--- config.mk ---
export PLATFORM = sky130hd
export DESIGN_NAME = phy_bringup_regs
export DESIGN_NICKNAME = d
export VERILOG_FILES = /design/src/core/phy_bringup_regs.v
export VERILOG_INCLUDE_DIRS = /design/src /design/src/core
export SDC_FILE = /design/constraint.sdc
export NUM_CORES = 1
export LEC_CHECK = 0
export BUFFER_PORTS_ARGS = -buffer_cell sky130_fd_sc_hd__buf_2
export CAP_MARGIN = 10
export CORE_AREA = 8 8 119 121
export CTS_CLUSTER_SIZE = 25
export DETAILED_ROUTE_END_ITERATION = 10
export DIE_AREA = 0 0 127 129
export PLACE_DENSITY_LB_ADDON = 0.2
export SLEW_MARGIN = 20
export SYNTH_ARGS = -nofsm -noshare
export SYNTH_HDL_FRONTEND = slang
export SYNTH_SLANG_ARGS = --single-unit
--- constraint.sdc ---
create_clock -name ref_clk -period 2.7 [get_ports ref_clk]
set_clock_uncertainty 0.05 [all_clocks]
set_input_delay 0.54 -clock ref_clk [delete_from_list [all_inputs] [get_ports ref_clk]]
set_output_delay 0.54 -clock ref_clk [all_outputs]
set_load 0.05 [all_outputs]
--- src/core/phy_bringup_consts.vh ---
// Constants for the management-side bring-up register bank.
// Assumes includers use these names only; no logic lives here.
`ifndef PHY_BRINGUP_CONSTS_VH
`define PHY_BRINGUP_CONSTS_VH

// Clause 22 register addresses
`define C22_CTRL_REG        5'h00
`define ID_HIGH_REG         16'h0002
`define ID_LOW_REG          16'h0003
// Clause 45 device addresses
`define DEV_PMA             5'h01
`define DEV_AN              5'h07
`define DEV_VEND1           5'h1E
`define DEV_VEND2           5'h1F
// Clause 45 register addresses outside the identifier pair
`define CTRL_REG            16'h0010
`define STATUS_REG          16'h0011
`define CAP_REG             16'h0012
`define ADV_REG             16'h0203
// Control register fields
`define CTRL_SOFT_RESET_BIT 15
`define CTRL_AN_EN_BIT      12
`define CTRL_PD_BIT         11
// Status register fields
`define STAT_READY_BIT      0
`define STAT_PD_BIT         1
// Capability and advertisement fields
`define CAP_HI_BIT          13
`define ADV_HI_ABLE_BIT     13
`define ADV_HI_REQ_BIT      12
// Reset values
`define AN_EN_RESET         1'b1
// Frame timing in MDC bits
`define PREAMBLE_BITS       6'd32
`define HDR_LAST_BIT        5'd13
`define TA_FIRST_BIT        5'd14
`define FRAME_LAST_BIT      5'd31
// Start-up sequence length in ref_clk cycles
`define STARTUP_CYCLES      64

`endif

--- src/core/phy_bringup_regs.v ---
// MDIO slave and bring-up register bank: identifiers, power-down, transmit level.
// Assumes mdc/mdio and straps come from pins and are sampled on ref_clk (25 MHz).
//
// Function
// Media converter only honoured in RMII mode
// Stay powered down after reset until host; code does so only when powerdown_after_reset_strap is low
// Writing zero to power-down bit wakes device
// Identifiers at 0x2/0x3, C22, C45, MMD 0x1F
// High identifier word is fixed vendor bits
// Low word: vendor bits, model, revision
// Identifiers read zero until start-up completes
// Read-only system ready flag after start-up
// Read-only power-down flag, follows strap
// Autonegotiation enabled by default after reset
// High-swing advertisement accepted only when capable
// Host request bit prefers high or low swing
// Without advertised ability, resolve only low swing
// Capability from strap; low strap enables it
// Capability reads one when both levels supported
// Level used comes from autonegotiation result
// Writes to read-only bits are ignored
`timescale 1ns/1ps
`default_nettype none
`include "phy_bringup_consts.vh"

module phy_bringup_regs #(
  parameter [15:0] VENDOR_ID_UPPER  = 16'h1234, // Arbitrary value
  parameter [5:0]  VENDOR_ID_LOWER  = 6'h15,    // Arbitrary value
  parameter [6:0]  MODEL_NUMBER     = 7'h05,    // Arbitrary value
  parameter [6:0]  REVISION_NUMBER  = 7'h02,    // Arbitrary value
  parameter integer STARTUP_CYCLES  = `STARTUP_CYCLES
) (
  input  wire       ref_clk,
  input  wire       reset_n,
  input  wire       mdc,
  input  wire       mdio_in,
  output reg        mdio_out,
  output reg        mdio_oe,
  input  wire [4:0] phy_addr,
  input  wire       powerdown_after_reset_strap,
  input  wire       low_swing_only_strap,
  input  wire       media_convert_strap,
  input  wire [1:0] mac_if_select,
  input  wire       an_done,
  input  wire       an_resolved_high_swing,
  output reg        system_ready,
  output reg        powered_down,
  output reg        an_enable,
  output reg        an_run,
  output reg        adv_high_swing_ability,
  output reg        adv_high_swing_request,
  output reg        high_swing_capable,
  output reg        media_convert_en,
  output reg        tx_high_swing
);

  localparam [2:0] ST_PRE   = 3'd0;
  localparam [2:0] ST_HDR   = 3'd1;
  localparam [2:0] ST_READ  = 3'd2;
  localparam [2:0] ST_WRITE = 3'd3;
  localparam [2:0] ST_SKIP  = 3'd4;

  localparam [2:0] SEL_NONE = 3'd0;
  localparam [2:0] SEL_CTRL = 3'd1;
  localparam [2:0] SEL_IDH  = 3'd2;
  localparam [2:0] SEL_IDL  = 3'd3;
  localparam [2:0] SEL_STAT = 3'd4;
  localparam [2:0] SEL_CAP  = 3'd5;
  localparam [2:0] SEL_ADV  = 3'd6;

  // Two-flop synchronisers; logic reads stage 2, and mdc_prev for the mdc edge
  reg        mdc_s1;
  reg        mdc_s2;
  reg        mdc_prev;
  reg        mdio_s1;
  reg        mdio_s2;
  reg [4:0]  strap_s1;
  reg [4:0]  strap_s2;

  reg [2:0]  state;
  reg [4:0]  bit_cnt;
  reg [5:0]  pre_cnt;
  reg [15:0] shift;
  reg        is_c45;
  reg [1:0]  opcode;
  reg [4:0]  devad;
  reg [15:0] addr45;
  reg [15:0] rd_shift;
  reg [15:0] start_cnt;
  reg        pd_ctrl;

  wire        mdc_rise = mdc_s2 & ~mdc_prev;
  wire        bit_in   = mdio_s2;
  wire [13:0] hdr      = {shift[12:0], bit_in};
  wire [15:0] word_in  = {shift[14:0], bit_in};
  wire [2:0]  cur_sel  = reg_sel(is_c45, devad, is_c45 ? addr45 : {11'h000, devad});

  function [2:0] reg_sel;
    input        c45;
    input [4:0]  dev;
    input [15:0] ra;
    begin
      reg_sel = SEL_NONE;
      if (!c45) begin
        if (ra == {11'h000, `C22_CTRL_REG}) reg_sel = SEL_CTRL;
        else if (ra == `ID_HIGH_REG)        reg_sel = SEL_IDH;
        else if (ra == `ID_LOW_REG)         reg_sel = SEL_IDL;
      end else if ((dev == `DEV_PMA || dev == `DEV_VEND2) && ra == `ID_HIGH_REG) begin
        reg_sel = SEL_IDH;
      end else if ((dev == `DEV_PMA || dev == `DEV_VEND2) && ra == `ID_LOW_REG) begin
        reg_sel = SEL_IDL;
      end else if (dev == `DEV_VEND1 && ra == `CTRL_REG) begin
        reg_sel = SEL_CTRL;
      end else if (dev == `DEV_VEND1 && ra == `STATUS_REG) begin
        reg_sel = SEL_STAT;
      end else if (dev == `DEV_PMA && ra == `CAP_REG) begin
        reg_sel = SEL_CAP;
      end else if (dev == `DEV_AN && ra == `ADV_REG) begin
        reg_sel = SEL_ADV;
      end
    end
  endfunction

  reg [15:0] rd_val;
  always @* begin
    rd_val = 16'h0000;
    case (cur_sel)
      SEL_CTRL: begin
        rd_val[`CTRL_AN_EN_BIT] = an_enable;
        rd_val[`CTRL_PD_BIT]    = pd_ctrl;
      end
      // Zero until start-up is over so the host can poll for it
      SEL_IDH: rd_val = system_ready ? VENDOR_ID_UPPER : 16'h0000;
      SEL_IDL: rd_val = system_ready ? {VENDOR_ID_LOWER, MODEL_NUMBER[5:0],
                                        REVISION_NUMBER[3:0]} : 16'h0000;
      SEL_STAT: begin
        rd_val[`STAT_READY_BIT] = system_ready;
        rd_val[`STAT_PD_BIT]    = pd_ctrl;
      end
      SEL_CAP: rd_val[`CAP_HI_BIT] = high_swing_capable;
      SEL_ADV: begin
        rd_val[`ADV_HI_ABLE_BIT] = adv_high_swing_ability;
        rd_val[`ADV_HI_REQ_BIT]  = adv_high_swing_request;
      end
      default: rd_val = 16'h0000;
    endcase
  end

  always @(posedge ref_clk or negedge reset_n) begin
    if (!reset_n) begin
      // Idle-high level, so a release with mdc resting high gives no false edge
      mdc_s1   <= 1'b1;
      mdc_s2   <= 1'b1;
      mdc_prev <= 1'b1;
      mdio_s1  <= 1'b1;
      mdio_s2  <= 1'b1;
      strap_s1 <= 5'h00;
      strap_s2 <= 5'h00;
    end else begin
      mdc_s1   <= mdc;
      mdc_s2   <= mdc_s1;
      mdc_prev <= mdc_s2;
      mdio_s1  <= mdio_in;
      mdio_s2  <= mdio_s1;
      strap_s1 <= {powerdown_after_reset_strap, low_swing_only_strap,
                   media_convert_strap, mac_if_select};
      strap_s2 <= strap_s1;
    end
  end

  always @(posedge ref_clk or negedge reset_n) begin
    if (!reset_n) begin
      state                  <= ST_PRE;
      bit_cnt                <= 5'd0;
      pre_cnt                <= 6'd0;
      shift                  <= 16'h0000;
      is_c45                 <= 1'b0;
      opcode                 <= 2'b00;
      devad                  <= 5'd0;
      addr45                 <= 16'h0000;
      rd_shift               <= 16'h0000;
      mdio_out               <= 1'b0;
      mdio_oe                <= 1'b0;
      start_cnt              <= 16'h0000;
      system_ready           <= 1'b0;
      pd_ctrl                <= 1'b1;
      powered_down           <= 1'b1;
      an_enable              <= `AN_EN_RESET;
      an_run                 <= 1'b0;
      adv_high_swing_ability <= 1'b0;
      adv_high_swing_request <= 1'b0;
      high_swing_capable     <= 1'b0;
      media_convert_en       <= 1'b0;
      tx_high_swing          <= 1'b0;
    end else begin
      // Straps are caught at the end of start-up, after the synchronisers settle
      if (!system_ready) begin
        if (start_cnt == STARTUP_CYCLES[15:0] - 16'd1) begin
          system_ready           <= 1'b1;
          pd_ctrl                <= ~strap_s2[4];
          high_swing_capable     <= ~strap_s2[3];
          adv_high_swing_ability <= ~strap_s2[3];
          adv_high_swing_request <= 1'b0;
          media_convert_en       <= strap_s2[2] & (strap_s2[1:0] == 2'b00);
          an_enable              <= `AN_EN_RESET;
        end else begin
          start_cnt <= start_cnt + 16'd1;
        end
      end
      powered_down <= pd_ctrl;
      an_run       <= system_ready & an_enable & ~pd_ctrl;
      // Level follows the negotiated result, never the advertisement alone
      tx_high_swing <= an_done & an_resolved_high_swing
                       & adv_high_swing_ability & high_swing_capable;

      if (mdc_rise) begin
        bit_cnt <= bit_cnt + 5'd1;
        shift   <= word_in;
        case (state)
          ST_PRE: begin
            bit_cnt <= 5'd1;
            if (bit_in) begin
              if (pre_cnt != `PREAMBLE_BITS) pre_cnt <= pre_cnt + 6'd1;
            end else begin
              pre_cnt <= 6'd0;
              if (pre_cnt == `PREAMBLE_BITS) state <= ST_HDR;
            end
          end
          ST_HDR: begin
            if (bit_cnt == `HDR_LAST_BIT) begin
              is_c45 <= (hdr[13:12] == 2'b00);
              opcode <= hdr[11:10];
              devad  <= hdr[4:0];
              if (hdr[13] || hdr[9:5] != phy_addr) state <= ST_SKIP;
              else if ((hdr[13:12] == 2'b01) ? (hdr[11:10] == 2'b10) : hdr[11])
                state <= ST_READ;
              else state <= ST_WRITE;
            end
          end
          ST_READ: begin
            if (bit_cnt == `TA_FIRST_BIT) begin
              mdio_oe  <= 1'b1;
              mdio_out <= 1'b0;
              rd_shift <= rd_val;
            end else if (bit_cnt == `FRAME_LAST_BIT) begin
              mdio_oe <= 1'b0;
              state   <= ST_PRE;
              // Post-read-increment address step
              if (is_c45 && opcode == 2'b10) addr45 <= addr45 + 16'd1;
            end else begin
              mdio_out <= rd_shift[15];
              rd_shift <= {rd_shift[14:0], 1'b0};
            end
          end
          ST_WRITE: begin
            if (bit_cnt == `FRAME_LAST_BIT) begin
              state <= ST_PRE;
              if (is_c45 && opcode == 2'b00) begin
                addr45 <= word_in;
              end else if (system_ready) begin
                // Other selections are read-only and fall through untouched
                case (cur_sel)
                  SEL_CTRL: begin
                    pd_ctrl   <= word_in[`CTRL_PD_BIT];
                    an_enable <= word_in[`CTRL_AN_EN_BIT];
                    if (word_in[`CTRL_SOFT_RESET_BIT]) begin
                      // Ready, start-up count and power-down go back to reset values until straps are caught again
                      system_ready <= 1'b0;
                      start_cnt    <= 16'h0000;
                      pd_ctrl      <= 1'b1;
                    end
                  end
                  SEL_ADV: begin
                    adv_high_swing_ability <= word_in[`ADV_HI_ABLE_BIT]
                                              & high_swing_capable;
                    adv_high_swing_request <= word_in[`ADV_HI_REQ_BIT]
                                              & high_swing_capable;
                  end
                  default: ;
                endcase
              end
            end
          end
          ST_SKIP: begin
            if (bit_cnt == `FRAME_LAST_BIT) state <= ST_PRE;
          end
          default: state <= ST_PRE;
        endcase
      end
    end
  end

endmodule // phy_bringup_regs

`default_nettype wire

Word level (Yosys, flattened, before mapping). Index checks and enable logic that the tools add are counted. Widths: inputs -> output; s select.

Reductions and logical operators: 25. Equality and inequality tests: 40. Div/mod/pow operators: 0. Shift operators: 0. $add $sub $neg: 4. Mux-type cells: 94. Bitwise operators: 14. Multiply operators: 0. Order comparisons: 0.

Operators by type and width (count): $mux 16 (17); $eq 16x5->1 const B (3); $mux 1 (48); $mux 3 (14); $add 16x1->16 const B (2); $eq 16x2->1 const B (2); $pmux 16 s2 (1); $ne 2x2->1 const B (9); $pmux 9 s2 (1); $eq 16x10->1 const B (1); $eq 16x6->1 const B (1); $logic_not 16->1 (1); $eq 5x5->1 const B (3); $mux 15 (1); $mux 13 (1); $eq 3x2->1 const B (4); $eq 3x3->1 const B (4); $mux 6 (2); $pmux 3 s4 (1); $reduce_and 3->1 (4); $eq 5x4->1 const B (2); $and 1x1->1 (9); $logic_and 1x1->1 (8); $pmux 1 s4 (2); 25 further kinds (36).

Memories: 0. Bits in read-only memories: 0. Latch bits: 0. Input port bits: 16. Register bits after elaboration: 112. Logic and storage cells: 206. RAM bits: 0.

Depth between registers and ports, before layout.
Depth after elaboration: 17. Gate-level depth with buffers: 10. Depth with buffers taken out: 9.

Worst setup path after synthesis. OpenSTA, ideal clock, no wires.

Kind: reg2reg. Start: register bit_cnt[0]. End: register rd_shift[12]. Path buffers: 0. Clock period less this slack: 2242 ps. Stages on the path, launching flop included: 10. Data required time: 2520 ps. Data arrival time: 2062 ps. Slack: 458 ps. Cells stage by stage: dfrtp_1 > ha_1 > and3_1 > ha_1 > nor2_1 > nand3_1 > o21a_1 > a221o_1 > a31oi_1 > nor3_1.

Longest elaborated chain between the ends: 3. Elaborated cells between the ends (all ways): 5.

RTL lines: from (decl) (RTL line phy_bringup_regs.v:81) `reg [4:0] bit_cnt;`; from (signal assigned) (RTL line phy_bringup_regs.v:217) `bit_cnt <= bit_cnt + 5'd1;`; $eq 5x4->1 (no line) or $eq 5x5->1 (tied branches); $ne 2x2->1 (no line); $reduce_and 3->1 (no line); to (signal assigned) (RTL line phy_bringup_regs.v:244) `rd_shift <= rd_val;`; to (signal assigned) (RTL line phy_bringup_regs.v:252) `rd_shift <= {rd_shift[14:0], 1'b0};`; to (decl) (RTL line phy_bringup_regs.v:88) `reg [15:0] rd_shift;`.

Parallel ways exist; a longest one is shown, timed or not. A chain may end at the register's enable or synchronous reset.

Worst setup path after layout. Ends and elaborated chain as after synthesis.

==> results.md <==
- The run finished with clean final reports.
- The number of primary I/O pins is 27.
- IR analysis of the VDD net gives a maximum drop of 0.398 mV.
- In the synthesized netlist the async set-or-reset flop fraction comes to 100%.
- The via count of the first global-routing pass is 4285.
- The worst path uses 90.7% of the clock period.
- The wire-length estimate of the detail-placed layout is 8850 µm.
- For this run the aggregate overflow at the end of global routing stands at 0.
- The global placement routability congestion is 0.864.
- The buffer count from post-CTS setup fixing is 0.
- Of the cells placed in the final design, the portion with a size suffix greater than 1 is 16.2%.
- After floorplanning, the core was divided into 41 placement rows.
- The overall track demand over capacity in global routing is 16.3%.
- Adding up every negative setup slack in the final design gives 0 ns.
- The final count of pins violating max slew came to 0.
- The post-synthesis cell count is 584.
- In this run the remaining antenna-violating nets after routing total 0.
- For this design the static power due to leakage is 0.00288 µW.
- Max-cap violations in this run came to 0.
- The fmax is 408 MHz.
- In the layout the commonest cells are 104 x sky130_fd_sc_hd__dfrtp_1, 89 x sky130_fd_sc_hd__nand2_1, 59 x sky130_fd_sc_hd__nor2_1.
- The final-stage net count is 637.
- The diode insertion count for antenna repair is 0.
- The initial utilization of the core area, before any placement, comes to 45.8%.
- The height of the chip is 129 µm.
- Yosys printed 0 warnings.
- Clock tree synthesis inserted a total of 9 buffers.
- The worst-margin pin slew is 0.718 ns.
- The final critical delay including setup and external delays is 2.45 ns.
- The sum of internal, switching and leakage power is 4000 µW.
- The critical path's largest stage delay is 0.45 ns.
- In the routed layout, each cell is associated on average with a via count of 5.67.
- The first-pass GRT wire length is 21700 µm.
- Entering global routing, the biggest net connects 49 pins.
- After clock tree synthesis, the flow added hold-fix buffers numbering 0.
- The count of port buffers added during placement is 26.
- The TritonCTS clock tree is done.
- In the synthesized netlist the dominant register cell turns out to be sky130_fd_sc_hd__dfrtp_1.
- Headroom to the max-slew limit came out at 51.7%.
- The worst slack on hold paths is 0.113 ns.
- The number of fill cells in the layout is 1154.
- The number of enable-type register cells in the synthesized netlist is 0.
- Setup repair after global routing left no endpoint under its margin.
- Leaving out fill and tap cells, the most frequent cell in the layout is sky130_fd_sc_hd__dfrtp_1.
- The number of vias after detailed routing is 4353.
- The post-route DRC violation count is 0.
- The type of element launching the critical path is a register.
- The die covers 0.0164 mm².
- Traced cell by cell, the critical path runs through ha_1 > and3_1 > ha_1 > nor2_2 > nand3_1 > o21a_1 > a221o_1 > a31oi_1 > nor3_1.
- For this run, the register share of the synthesized area comes to 49.9%.
- The H-tree was split into 3 levels.
- The number of different library cells in the post-synthesis netlist is 66.
- Clock tree synthesis selected as its root buffer the cell sky130_fd_sc_hd__clkbuf_16.
- In the final routed layout, each cell accounts on average for 16.2 µm.
- The post-synthesis instance area is 0.00563 mm².
- The synthesized design contains 112 register bits.
- STA classifies the critical path endpoint as a register.
- The post-cts sizing count is 0.
- In this run the horizontal extent of the chip is 127 µm.
- The placeable core area is 0.0123 mm².
- The routed design has 12500 µm of wire.
- The clock drives 112 sinks.
- The type of the worst setup path is reg2reg.
- The number of antenna violations at the first check in global routing is 0.
- The later pin in the worst-skew pair is clocked with a latency of 0.35 ns.
- The min-delay analysis places its worst path in the category in2async.
- The detailed-router iteration count before antenna repair is 5.
- The post-synthesis net count is 608.
- Data arrives at the worst endpoint at 2.64 ns.
- The count of endpoints failing setup in the final report is 0.
- The final number of hold-violating endpoints is 0.
- The total power per unit cell area is 638 mW/mm².
- At the worst endpoint, the required time is 2.89 ns.
- The buffer and inverter count on the worst path is 0.
- After clock tree synthesis, the clock-pin slew on the worst setup and hold paths is 0.07 ns.
- Averaged over all synthesized cells, the footprint is 9.65 µm².
- In this run the deepest clock path goes through 2 buffers.
- The maximum net fanout on the critical path is 7.
- The dominant cell type by count on the critical path is sky130_fd_sc_hd__ha_1.
- For this design, the slowest cell found on the critical path is sky130_fd_sc_hd__dfrtp_1.
- Compared with the post-synthesis result, the final layout area differs by 11.2%.
- The DRC marker count from the first detailed-route iteration is 301.
- The largest delay contributor family on the critical path is compound AO/OA/AOI/OAI gates.
layer usage:
layer / vias up / track usage (%) / routed length [µm]
li1: 2134 / - / -
met1: 2115 / 21.6 / 5800
met2: 88 / 25.9 / 5900
met3: 16 / 3.72 / 551
met4: 0 / 5.67 / 221
met5: - / 0 / 0
cell type report:
type | count | area, µm² | share of cell area [%]
Sequential cell | 112 | 2810 | 44.9
Multi-Input combinational cell | 437 | 2650 | 42.3
Timing Repair Buffer | 42 | 265 | 4.23
Clock buffer | 10 | 239 | 3.81
Tap cell | 150 | 188 | 3.00
Clock inverter | 6 | 67.6 | 1.08
Inverter | 11 | 41.3 | 0.659
synth_stat cells, types with 2 or more instances:
| master | n | area (µm²) |
|---|---|---|
| sky130_fd_sc_hd__and2_1 | 3 | 18.8 |
| sky130_fd_sc_hd__xor2_1 | 11 | 96.3 |
| sky130_fd_sc_hd__nor2_1 | 60 | 225 |
| sky130_fd_sc_hd__nor2_4 | 10 | 113 |
| sky130_fd_sc_hd__a21o_1 | 2 | 15.0 |
| sky130_fd_sc_hd__nor2b_1 | 6 | 37.5 |
| sky130_fd_sc_hd__buf_4 | 3 | 22.5 |
| sky130_fd_sc_hd__inv_1 | 11 | 41.3 |
| sky130_fd_sc_hd__or3_1 | 4 | 25.0 |
| sky130_fd_sc_hd__nand4_1 | 12 | 75.1 |
| sky130_fd_sc_hd__a31oi_1 | 10 | 62.6 |
| sky130_fd_sc_hd__and4_1 | 6 | 52.6 |
| sky130_fd_sc_hd__mux2i_1 | 4 | 40.0 |
| sky130_fd_sc_hd__nor3_1 | 12 | 60.1 |
| sky130_fd_sc_hd__o21ai_0 | 28 | 140 |
| sky130_fd_sc_hd__xnor2_1 | 12 | 105 |
| sky130_fd_sc_hd__a21oi_1 | 37 | 185 |
| sky130_fd_sc_hd__nand3_1 | 32 | 160 |
| sky130_fd_sc_hd__nand2b_1 | 3 | 18.8 |
| sky130_fd_sc_hd__and4bb_1 | 2 | 25.0 |
| sky130_fd_sc_hd__a211oi_1 | 2 | 15.0 |
| sky130_fd_sc_hd__buf_2 | 3 | 15.0 |
| sky130_fd_sc_hd__mux2_2 | 8 | 90.1 |
| sky130_fd_sc_hd__and3_2 | 2 | 15.0 |
| sky130_fd_sc_hd__nand4b_1 | 5 | 43.8 |
| sky130_fd_sc_hd__o21a_1 | 3 | 22.5 |
| sky130_fd_sc_hd__and3_1 | 11 | 68.8 |
| sky130_fd_sc_hd__dfrtp_1 | 104 | 2600 |
| sky130_fd_sc_hd__dfstp_2 | 8 | 210 |
| sky130_fd_sc_hd__nor4_1 | 8 | 50.1 |
| sky130_fd_sc_hd__o22ai_1 | 7 | 43.8 |
| sky130_fd_sc_hd__a2bb2oi_1 | 3 | 26.3 |
| sky130_fd_sc_hd__a22o_1 | 7 | 61.3 |
| sky130_fd_sc_hd__o22a_1 | 3 | 26.3 |
| sky130_fd_sc_hd__nand2_1 | 89 | 334 |
| sky130_fd_sc_hd__ha_1 | 8 | 100 |
| sky130_fd_sc_hd__clkbuf_1 | 16 | 60.1 |
where the power goes:
group          internal (µW)  leakage [µW]  switching [µW]
registers               1850       0.00148             205
logic                    248       0.00126             341
clock network            748      0.000145             613
kinds of logic after synthesis:
logic type	synth area share, %
buf+inv	3.02
flops	49.9
compound gates	13.3
mux	2.31
simple gates	26.1
fa+ha+maj	1.78
xor+xnor	3.58
final timing paths:
kind	startpoint	endpoint	slack (ns)	cells after the start
max reg2reg	bit_cnt[0]	rd_shift[12]	0.25	9
min in group ref_clk	mdc	mdc_s1	0.23	1
max	bit_cnt[0]	rd_shift[12]	0.25	9
max in group asynchronous	reset_n	mdc_s1	1.70	2
min	reset_n	an_run	0.11	1
min reg2reg	strap_s1[1]	strap_s2[1]	0.30	0
sequential cells by signal, indices dropped and copies added, names as in the netlist, 2 cells and up:
name / count
rd_shift: 16
bit_cnt: 5
state: 3
strap_s1: 5
opcode: 2
strap_s2: 5
pre_cnt: 6
start_cnt: 16
devad: 5
addr45: 16
shift: 15
worst reg2reg max path, cell delays in order (launching register included):
cell,delay (ns)
sky130_fd_sc_hd__dfrtp_1,0.45
sky130_fd_sc_hd__ha_1,0.26
sky130_fd_sc_hd__and3_1,0.19
sky130_fd_sc_hd__ha_1,0.24
sky130_fd_sc_hd__nor2_2,0.18
sky130_fd_sc_hd__nand3_1,0.22
sky130_fd_sc_hd__o21a_1,0.27
sky130_fd_sc_hd__a221o_1,0.27
sky130_fd_sc_hd__a31oi_1,0.15
sky130_fd_sc_hd__nor3_1,0.06
metrics by stage:
stage	worst slack, ns	instances	utilization (%)	area, µm²
after floorplan	0.458	584	-	5630
after detailed placement	0.201	752	48.4	5960
after global routing	0.0630	768	50.9	6270
after CTS	0.190	768	50.9	6260
after global placement	0.320	752	48.4	5960
final	0.251	768	50.9	6270
(Power assumes the default switching activity.)
